<file path="src/common/bfo_pkg.sv">
// Package for the bit and flag operations unit: register map, fields,
// operation codes and the command carrier.
// Assumes a classic Wishbone master with 32-bit data and byte addresses.
//
// Notes on behaviour
// (RULE1) Shift right: result bit n takes operand bit n+1 for n from 0 to 6.
// (RULE2) Shift right keeps the sign bit; the bit shifted out goes to carry.
// (RULE3) Nibble swap exchanges the low and high halves in one operation.
// (RULE4) Status bit set forces the chosen flag to one; clear forces it to zero.
// (RULE5) Bit store copies an operand bit to transfer flag; load does reverse.
// (RULE6) Dedicated ops set or clear carry, negative, zero; no other flag moves.
// (RULE7) Dedicated ops set or clear the global interrupt enable flag.
// (RULE8) Dedicated ops set or clear sign, overflow, transfer and half-carry flags.
// (RULE9) Shift updates Z,C,N,V; swap and load touch none; store only transfer.
package bfo_pkg;

  // ****************************************************************
  // Register map (byte addresses)
  // ****************************************************************
  localparam logic [3:0] ADR_CMD = 4'h0;
  localparam logic [3:0] ADR_OPERAND = 4'h4;
  localparam logic [3:0] ADR_RESULT = 4'h8;
  localparam logic [3:0] ADR_STATUS = 4'hc;

  localparam logic [7:0] OPERAND_RST = 8'h00;
  localparam logic [7:0] RESULT_RST = 8'h00;
  localparam logic [7:0] STATUS_RST = 8'h00;

  // Position of the illegal-command flag in the result register
  localparam int RES_ILLEGAL_BIT = 8;

  // ****************************************************************
  // Status register flag positions
  // ****************************************************************
  localparam logic [2:0] FLAG_C = 3'h0;
  localparam logic [2:0] FLAG_Z = 3'h1;
  localparam logic [2:0] FLAG_N = 3'h2;
  localparam logic [2:0] FLAG_V = 3'h3;
  localparam logic [2:0] FLAG_S = 3'h4;
  localparam logic [2:0] FLAG_H = 3'h5;
  localparam logic [2:0] FLAG_T = 3'h6;
  localparam logic [2:0] FLAG_I = 3'h7;

  // ****************************************************************
  // Operation codes; dedicated flag ops are 1_fff_v (flag, value)
  // ****************************************************************
  typedef enum logic [4:0] {
    arith_shift_right = 5'h00,
    nibble_swap = 5'h01,
    status_bit_set = 5'h02,
    status_bit_clear = 5'h03,
    reg_bit_to_transfer_flag = 5'h04,
    transfer_flag_to_reg_bit = 5'h05,
    carry_clear_op = 5'h10,
    carry_set_op = 5'h11,
    zero_clear_op = 5'h12,
    zero_set_op = 5'h13,
    negative_clear_op = 5'h14,
    negative_set_op = 5'h15,
    overflow_clear_op = 5'h16,
    overflow_set_op = 5'h17,
    sign_clear_op = 5'h18,
    sign_set_op = 5'h19,
    half_carry_clear_op = 5'h1a,
    half_carry_set_op = 5'h1b,
    transfer_flag_clear_op = 5'h1c,
    transfer_flag_set_op = 5'h1d,
    global_irq_disable_op = 5'h1e,
    global_irq_enable_op = 5'h1f
  } bfo_op_t;

  // Command word, low byte of a write to ADR_CMD
  typedef struct packed {
    logic [2:0] bitsel;
    bfo_op_t op;
  } bfo_cmd_t;

endpackage : bfo_pkg

</file>
<file path="src/logic/bfo_unit.sv">
// Bit and flag operations unit: shift, swap, status bit and transfer ops.
// Assumes a classic Wishbone master on clk_i; one access at a time.
`timescale 1ns/10ps
module bfo_unit
  import bfo_pkg::*;
(
  input wire logic clk_i,
  input wire logic rst_i,
  input wire logic cyc_i,
  input wire logic stb_i,
  input wire logic we_i,
  input wire logic [3:0] adr_i,
  input wire logic [3:0] sel_i,
  input wire logic [31:0] dat_i,
  output logic [31:0] dat_o,
  output logic ack_o,
  output logic [7:0] status_register_o,
  output logic [7:0] result_o
);

  // ****************************************************************
  // Wishbone slave
  // ****************************************************************
  logic [7:0] operand;
  logic [7:0] result;
  logic [7:0] status_register;
  logic illegal;
  logic wr;
  logic exec;
  bfo_cmd_t cmd_in;

  // Writes land on the edge where ack is seen high, matching the master
  assign wr = cyc_i && stb_i && we_i && ack_o && sel_i[0];
  assign exec = wr && (adr_i == ADR_CMD);
  assign cmd_in = bfo_cmd_t'(dat_i[7:0]);

  always_ff @(posedge clk_i) begin
    if (rst_i) begin
      ack_o <= 1'b0;
    end else begin
      ack_o <= cyc_i && stb_i && !ack_o;
    end
  end

  always_ff @(posedge clk_i) begin
    if (rst_i) begin
      dat_o <= 32'h0000_0000;
    end else if (cyc_i && stb_i && !ack_o) begin
      unique case (adr_i)
        ADR_OPERAND: dat_o <= {24'h00_0000, operand};
        ADR_RESULT: dat_o <= {23'h00_0000, illegal, result};
        ADR_STATUS: dat_o <= {24'h00_0000, status_register};
        default: dat_o <= 32'h0000_0000;
      endcase
    end
  end

  always_ff @(posedge clk_i) begin
    if (rst_i) begin
      operand <= OPERAND_RST;
    end else if (wr && adr_i == ADR_OPERAND) begin
      operand <= dat_i[7:0];
    end
  end

  // ****************************************************************
  // Execution
  // ****************************************************************
  logic [7:0] next_result;
  logic [7:0] next_status;
  logic next_writes_rd;
  logic next_illegal;

  always_comb begin
    next_result = result;
    next_status = status_register;
    next_writes_rd = 1'b0;
    next_illegal = 1'b0;
    case (cmd_in.op)
      arith_shift_right: begin
        next_result = {operand[7], operand[7:1]}; // [RULE1] [RULE2]
        next_writes_rd = 1'b1;
        next_status[FLAG_C] = operand[0]; // [RULE2]
        next_status[FLAG_N] = operand[7]; // [RULE9]
        next_status[FLAG_Z] = (operand[7:1] == 7'h00) && !operand[7]; // [RULE9]
        next_status[FLAG_V] = operand[7] ^ operand[0]; // [RULE9]
      end
      nibble_swap: begin
        next_result = {operand[3:0], operand[7:4]}; // [RULE3]
        next_writes_rd = 1'b1;
      end
      status_bit_set: next_status[cmd_in.bitsel] = 1'b1; // [RULE4]
      status_bit_clear: next_status[cmd_in.bitsel] = 1'b0; // [RULE4]
      reg_bit_to_transfer_flag: begin
        next_status[FLAG_T] = operand[cmd_in.bitsel]; // [RULE5] [RULE9]
      end
      transfer_flag_to_reg_bit: begin
        next_result = operand;
        next_result[cmd_in.bitsel] = status_register[FLAG_T]; // [RULE5]
        next_writes_rd = 1'b1;
      end
      default: begin
        // Dedicated flag ops carry the flag index and its new value
        if (cmd_in.op[4]) begin
          next_status[cmd_in.op[3:1]] = cmd_in.op[0]; // [RULE6] [RULE7] [RULE8]
        end else begin
          next_illegal = 1'b1;
        end
      end
    endcase
  end

  always_ff @(posedge clk_i) begin
    if (rst_i) begin
      status_register <= STATUS_RST;
    end else if (exec) begin
      status_register <= next_status;
    end else if (wr && adr_i == ADR_STATUS) begin
      status_register <= dat_i[7:0];
    end
  end

  // Result keeps its value for ops that do not write a destination
  always_ff @(posedge clk_i) begin
    if (rst_i) begin
      result <= RESULT_RST;
    end else if (exec && next_writes_rd) begin
      result <= next_result;
    end
  end

  // Unknown codes change nothing but are flagged for software
  always_ff @(posedge clk_i) begin
    if (rst_i) begin
      illegal <= 1'b0;
    end else if (exec) begin
      illegal <= next_illegal;
    end
  end

  assign status_register_o = status_register;
  assign result_o = result;
endmodule : bfo_unit

</file>
<file path="config.mk">
export PLATFORM = sky130hd
export DESIGN_NAME = bfo_unit
export DESIGN_NICKNAME = d
export VERILOG_FILES = /design/src/common/bfo_pkg.sv /design/src/logic/bfo_unit.sv
export SDC_FILE = /design/constraint.sdc
export NUM_CORES = 1
export LEC_CHECK = 0
export ABC_AREA = 1
export BUFFER_PORTS_ARGS = -buffer_cell sky130_fd_sc_hd__buf_4
export CAP_MARGIN = 20
export CORE_ASPECT_RATIO = 0.8
export CORE_MARGIN = 5
export CORE_UTILIZATION = 51
export DETAILED_ROUTE_END_ITERATION = 7
export PLACE_DENSITY = 0.81
export SLEW_MARGIN = 15
export SYNTH_ARGS = -nofsm -noshare
export SYNTH_HDL_FRONTEND = slang
export SYNTH_SLANG_ARGS = --single-unit
export TNS_END_PERCENT = 100
</file>
<file path="constraint.sdc">
create_clock -name clk_i -period 1.5 [get_ports clk_i]
set_input_delay 0.3 -clock clk_i [delete_from_list [all_inputs] [get_ports clk_i]]
set_output_delay 0.3 -clock clk_i [all_outputs]
set_load 0.01 [all_outputs]
</file>
## Word level (Yosys, flattened, before mapping)

Cells that the tools add are included.
Widths: inputs -> output; s select.

| word-level totals | value |
|---|---|
| register bits | 58 |
| input port bits | 45 |

| cells by class | value |
|---|---|
| $lt $le $gt $ge | 4 |
| equal/unequal tests | 14 |
| multiplexer cells | 20 |
| bitwise operators | 4 |
| reduce and logical (&&, ||, !) cells | 27 |

Operators by type and width:

| kind | count |
|---|---|
| $pmux 9 s3 | 1 |
| $mux 8 | 3 |
| $pmux 8 s3 | 1 |
| $bwmux 8 | 2 |
| $pmux 4 s4 | 1 |
| $logic_and 1x1->1 | 12 |
| $eq 5x2->1 const B | 2 |
| $eq 5x3->1 const B | 2 |
| $ne 5x2->1 const B | 2 |
| $reduce_and 3->1 | 3 |
| $and 8x8->8 | 1 |
| $eq 4x4->1 const B | 2 |
| $lt 3x4->1 const B | 2 |
| $not 8->8 | 1 |
| $or 8x8->8 | 1 |
| $logic_not 7->1 | 1 |
| $demux 1 s3 | 2 |
| $ge 3x1->1 const B | 2 |
| $mux 1 | 6 |
| $ne 2x2->1 const B | 3 |
| $pmux 2 s3 | 1 |
| $reduce_or 3->1 | 2 |
| $reduce_or 6->1 | 1 |
| $eq 5x1->1 const B | 1 |
| 13 further kinds | 14 |

## Longest topological paths before layout

Gate-level depths: netlist (run 1).

| depth | value |
|---|---|
| depth after elaboration | 8 |
| mapped depth | 13 |
| mapped depth without buffers | 12 |

## Least setup slack after synthesis (run 1)

No wires, ideal clock.

| timing | value |
|---|---|
| path kind | register to register |
| from | reg ack_o |
| to | reg status_register[1] (netlist: status_register_o[1]) |
| arrival | 1.272 ns |
| data required time | 1.390 ns |
| slack | 0.118 ns |
| stages on the path, launching flop included | 10 |
| path buffers | 0 |
| clock period less this slack | 1.382 ns |
| path through | dfxtp_1 > nand3_1 > nor2_4 > nand3_1 > inv_1 > nand2_1 > o21ai_0 > nand2_1 > nand2_1 > nor2_1 |

| between the ends | value |
|---|---|
| cells in the longest elaborated chain, start to end | 5 |
| elaborated cells on any way between the ends | 9 |
| those cells by class | eq/ne: 2; mux: 1; reduce/logical: 6 |

Ends and longest elaborated chain:

| item | RTL line | text |
|---|---|---|
| start, declared | bfo_unit.sv:16 | `output logic ack_o,` |
| start signal, assigned | bfo_unit.sv:41 | `ack_o <= cyc_i && stb_i && !ack_o;` |
| $logic_and 1x1->1 * (2 in a row) | bfo_unit.sv:33 | `assign wr = cyc_i && stb_i && we_i && ack_o && sel_i[0];` |
| $logic_and 1x1->1, on equally long branches | bfo_unit.sv:34, bfo_unit.sv:118 |  |
| $ne 5x2->1 (no source line), or another cell as far along | -- |  |
| $reduce_and 3->1 (no source line) | -- |  |
| end signal, assigned | bfo_unit.sv:117 | `status_register <= next_status;` |
| end signal, assigned | bfo_unit.sv:119 | `status_register <= dat_i[7:0];` |
| end, declared | bfo_unit.sv:26 | `logic [7:0] status_register;` |

Every way passes the cells marked *; elsewhere a longest branch is shown, timed or not.
A chain may end at the register's enable or synchronous reset.

## Final worst setup path (run 1)

| timing | value |
|---|---|
| from | reg ack_o |
| to | reg status_register[2] (netlist: status_register_o[2]) |

Same word-level chain as after synthesis.

==> impl_metrics.ini, run 1 <==
[critical_path]
critical_path_peak_fanout = 6
reg2reg_setup_slack_ns = 0.02
reg2reg_depth = 11
cp_cell_sequence = buf_6 > nand2_2 > nor2_2 > nand2_2 > nor2_4 > nand4_1 > nand2_4 > nor2_4 > nand2_1 > nand2_1 > nor2_1
worstPathArrival_ns = 1.72
endpoint_of_the_worst_register_to_register_path = status_register_o[2]
rr_startpoint = ack_o
cp_num_buf_inv = 1
critical_path.startpoint_type = flip-flop
cp-end-kind = flip-flop
timing.critical_path.required_ns = 1.73
path_class = reg -> reg
slowest_stage = dfxtp_2
critPathMaxStageDelay_ns = 0.35
delay_heaviest_family_cp = simple AND/OR/NAND/NOR gates

[cts]
post_cts_buffers = 0
clock-root-buffer = clkbuf_8
worst_skew_pair.late_latency_ns = 0.30
cts_hold_buffers = 0
clock_path_buffers = 2
htree_levels = 2
cts_inserted_buffers = 5
cts.clk_slew.worst_paths_ns = 0.08
cts_num_sinks = 35
cts_tree = built

[global_routing]
number_of_global_route_vias_before_repair = 2835
number_of_antenna_violations_at_the_first_check_in_global_routing = 0
grt_start_max_net_pins = 17
grt.overflow.total = 0
wire_length_of_the_first_global_routing_pass_um = 14100
track_usage_pct = 24.5

[synthesis]
yosys_register_bits = 35
synth_seq_area_share_pct = 25.2
synth_area_sq_um = 2780
synth.top_cells.by_count = nand2_1, o21ai_0, inv_1, nor2_1, dfxtp_1
synth.lib_cells_used.distinct = 29
avgSynthCellArea_sq_um = 6.08
commonest_register_cell_after_synthesis = dfxtp_1
synth_area_leaders = dfxtp_1, nand2_1, o21ai_0
yosys.area.top_type_share_pct = 25.2
synth_enable_flop_cells = 0
synth_top_cell_by_area = dfxtp_1
yosysWarningCount = 0
syn-instance-count = 457
yosysMostFrequentCell = nand2_1
synth_async_reset_ratio_pct = 0

[sta]
drv_slew = 0
hold_viol = 0
worst_hold_slack_ns = 0.255
fmax_mhz = 673
setup_ws_ns = 0.0150
period_minus_slack_ns = 1.48
final-setup-viol-count = 0
setup_tns_ns = 0
worst_clock_skew_ns = 0.0144
final_period_utilization_pct = 99.0
rsz_0062_raised_after_global_routing = yes

[hold_path]
worstHoldEndpoint = dat_o[7]
hold_start = rst_i
hp-class = in -> reg
hold_path_depth = 2

[finish]
seq_area_sq_um = 702
final_layout_size_suffix_gt1_share_pct = 27.4
n_fill_cell = 513
insertedDiodeCount = 0
core_util_final_pct = 67.3
fin_cells = 608
multi_input_comb_area_sq_um = 1780
area_delta_synth_final_pct = 30.3
finish.net_count = 587

[place]
placed_cells_incl_taps = 599
place_worst_setup_slack_ns = -0.198
port_buffers = 43
place_hpwl_um = 7020
gp_routability_congestion = 1.00

[routing]
avgRoutedWirePerCell_um = 14.6
firstDrtPassIters = 5
vias_per_cell = 5.36
first_iter_violations = 240
drt_wl_total_um = 8880
vias = 3260
postRouteAntennaNets = 0
drcViolationCount = 0

[power]
max-vdd-ir-drop_mv = 0.415
powerDensity_nw_per_um2 = 601
p_leak_nw = 1.70

[die]
floorplan.io_pins = 94
floorplan.rows = 24
core_area_sq_um = 5380
initial_core_util_pct = 51.7
floorplan.die_area_sq_um = 7030
die_height_um = 76.0
dieWidth_um = 92.5

[outcome]
run_status = finished clean

[run]
maxCapViolCount = 0
==> metal layers <==
metal	vias to the layer above	global-route usage [%]	wire length, um
met3	13	3.65	734
met2	158	38.5	4140
li1	1614	-	-
met4	0	5.34	121
met1	1475	35.4	3880
met5	-	0	0
==> layout by cell type, fill, tap and decap left out, drive strengths merged <==
cell type	synthesis	layout
nor2	52	52
clkinv	1	3
inv	47	47
a41oi	2	2
nand4	6	6
o22ai	1	1
buf	36	96
o21ai	48	48
nand3	30	30
a31oi	6	6
nand2	133	133
o211ai	13	13
clkbuf	4	5
bufinv	0	1
a21oi	28	28
conb	1	23
nor3	13	13
xor2	1	1
dfxtp	35	35
==> power by group <==
part | total [mW] | switching [mW] | internal (mW)
clock network | 0.886 | 0.391 | 0.495
logic | 0.355 | 0.221 | 0.134
registers | 0.934 | 0.00245 | 0.932
total | 2.18 | 0.615 | 1.56
==> sequential cells by signal, summed over array words and instances (netlist names) <==
signal             cells
dat_o                  9
ack_o                  1
status_register_o      8
operand                8
illegal                1
result_o               8
==> kinds of logic (layout without fill, tap and decap cells) <==
logic type	after synthesis	in the layout	share of synthesized area [%]
AO/OA/AOI/OAI	98	98	19.4
flip-flops	35	35	25.2
XOR/XNOR	1	1	0.315
AND/OR/NAND/NOR	234	234	38.5
buffers and inverters	88	152	16.5
other	1	23	0.135
==> stage by stage <==
step | instance area [sq um] | total power [mW]
after global routing | 3620 | 2.26
final | 3620 | 2.18
after floorplan | 2860 | 1.19
after CTS | 3540 | 2.16
after global placement | 3410 | 1.29
after detailed placement | 3410 | 1.30
==> cell type report <==
cell class / count / area share (%)
clock inverter: 3 / 1.21
inverter: 48 / 5.12
tap: 65 / 2.25
sequential: 35 / 19.4
multi-input combinational: 356 / 49.3
clock buffer: 5 / 1.90
timing repair buffer: 96 / 20.8
==> how the worst max path moves through the flow <==
stage                         from                   end  slack [ns]  cells after the start
after floorplan              ack_o  status_register_o[1]        0.12                      9
after global placement    adr_i[1]           result_o[4]        -0.1                      9
after detailed placement  adr_i[1]  status_register_o[3]       -0.20                     12
after CTS                    ack_o  status_register_o[2]        0.01                     12
after global routing         ack_o  status_register_o[1]       -0.11                     11
final                        ack_o  status_register_o[2]        0.02                     11
==> what timing repair did <==
item	4_1_cts	5_1_grt
cloned	0	1
pin swaps	2	7
gates resized for setup	6	21
setup endpoints to repair	3	19
Note: power is estimated with default switching activity, not from simulation.
==> run 2: changes to the inputs <==
--- a/config.mk
+++ b/config.mk
@@ -9,10 +9,9 @@
 export BUFFER_PORTS_ARGS = -buffer_cell sky130_fd_sc_hd__buf_4
 export CAP_MARGIN = 20
 export CORE_ASPECT_RATIO = 0.8
-export CORE_MARGIN = 5
-export CORE_UTILIZATION = 51
+export CORE_UTILIZATION = 44
 export DETAILED_ROUTE_END_ITERATION = 7
-export PLACE_DENSITY = 0.81
+export PLACE_DENSITY = 0.71
 export SLEW_MARGIN = 15
 export SYNTH_ARGS = -nofsm -noshare
 export SYNTH_HDL_FRONTEND = slang
==> impl_metrics.ini, run 2 (synthesis gave the netlist of run 1 again) <==
[outcome]
run_status = finished clean

[place]
place_hpwl_um = 6580
detailed_place.area_sq_um = 3350
port_buffers = 43
gp_routability_congestion = 0.931

[routing]
avgRoutedWirePerCell_um = 13.9
drt_wl_total_um = 8560
vias = 3235
firstDrtPassIters = 5
vias_per_cell = 5.24
postRouteAntennaNets = 0
first_iter_violations = 238
drcViolationCount = 0

[power]
powerDensity_nw_per_um2 = 610
max-vdd-ir-drop_mv = 0.451
p_leak_nw = 1.67

[finish]
largest_reg_flops = 9
n_fill_cell = 617
layout_commonest_cell = nand2_1
final_cell_mix = nand2_1, buf_4, o21ai_0
area_delta_synth_final_pct = 27.2
final_layout_size_suffix_gt1_share_pct = 25.6
insertedDiodeCount = 0
largest_register = dat_o
stdcell_area_sq_um = 3530
finish.net_count = 580

[critical_path]
cp-end-kind = flip-flop
critical_path_peak_fanout = 6
worstSetupStartpoint = ack_o
worstPathArrival_ns = 1.67
path_class = reg -> reg
timing.critical_path.required_ns = 1.70
reg2reg_setup_slack_ns = 0.03
rr_startpoint = ack_o
critical_path.startpoint_type = flip-flop

[global_routing]
track_usage_pct = 25.9
number_of_global_route_vias_before_repair = 2785
wire_length_of_the_first_global_routing_pass_um = 13600
grtUsageMet3_pct = 3.85
grt_use_met1_pct = 36.5
number_of_antenna_violations_at_the_first_check_in_global_routing = 0
grt_start_max_net_pins = 25
met2_track_usage_gr_pct = 41.8
gr-max-usage-layer = met2
grt.overflow.total = 0

[sta]
final_period_utilization_pct = 97.8
hold_viol = 0
drv_slew = 0
fmax_mhz = 682
worst_clock_skew_ns = 0.00510
worst_hold_slack_ns = 0.255
rsz_0062_raised_after_global_routing = yes
period_minus_slack_ns = 1.47
final-setup-viol-count = 0

[cts]
clock-root-buffer = clkbuf_8
cts_num_sinks = 35
clock_path_buffers = 2
htree_levels = 2
worst_skew_pair.late_latency_ns = 0.29
cts_tree = built
cts_inserted_buffers = 5
cts.clk_slew.worst_paths_ns = 0.08

[die]
die_height_um = 73.1
core_area_sq_um = 6010
dieWidth_um = 90.9
floorplan.rows = 25
floorplan.io_pins = 94
floorplan.die_area_sq_um = 6640
initial_core_util_pct = 46.3

[run]
maxCapViolCount = 0

[hold_path]
hold_start = rst_i
hp-class = in -> reg
==> run 2: changes by cell type in the layout (fill, tap and decap cells not counted), sizes merged <==
cell | previous run | this run
buf | 96 | 89
==> run 2: path summary, 6_finish.rpt <==
path	end	cells past startpoint
worst min register to register	dat_o[1]	2
worst max register to register	status_register_o[2]	11
worst max-delay path	status_register_o[2]	11
worst min-delay path	dat_o[6]	2
==> run 2: area by class of cell <==
class,instances,area [sq um],share of cell area (%)
clock inverter,3,43.8,1.24
multi-input combinational,356,1740,49.2
timing repair buffer,89,693,19.6
clock buffer,5,68.8,1.95
sequential,35,704,19.9
tap,81,101,2.87
inverter,48,185,5.24
==> run 2: where the power goes <==
part / internal (mW) / switching, mW
sequential: 0.930 / 0.00258
clock: 0.495 / 0.389
combinational: 0.122 / 0.216
total: 1.55 / 0.608
==> run 2: timing repair <==
action	in CTS	in global routing
gates resized for setup	0	17
hold buffers	0	0
setup endpoints to repair	0	13
buffers inserted	0	5
==> run 2: critical path: stages (launching register included) <==
cell	delay, ns
dfxtp_4	0.37
nand3_2	0.09
nor2_4	0.18
nand2_1	0.12
nand2_1	0.12
nand2_2	0.08
inv_2	0.07
nand2_2	0.09
nor2_1	0.10
nand2_1	0.06
nand2_1	0.06
nor2_1	0.04
==> run 2: routing by layer <==
layer  vias to the layer above  part of all wire, %
met3                         9                  9.0
met4                         0                 0.97
met2                       151                   45
li1                       1603                    -
met1                      1472                   45
met5                         -                    0
==> run 2: per-stage QoR <==
step	worst slack [ns]	utilization, %	std cells	power [mW]	setup TNS [ns]
2_1_floorplan	0.118	-	479	1.19	0
3_5_place_dp	-0.107	55.7	604	1.28	-0.717
3_3_place_gp	-0.0853	55.7	604	1.28	-0.569
4_1_cts	0.00428	57.6	612	2.16	0
6_report	0.0329	58.9	617	2.15	0
5_1_grt	-0.0952	58.9	617	2.25	-0.409
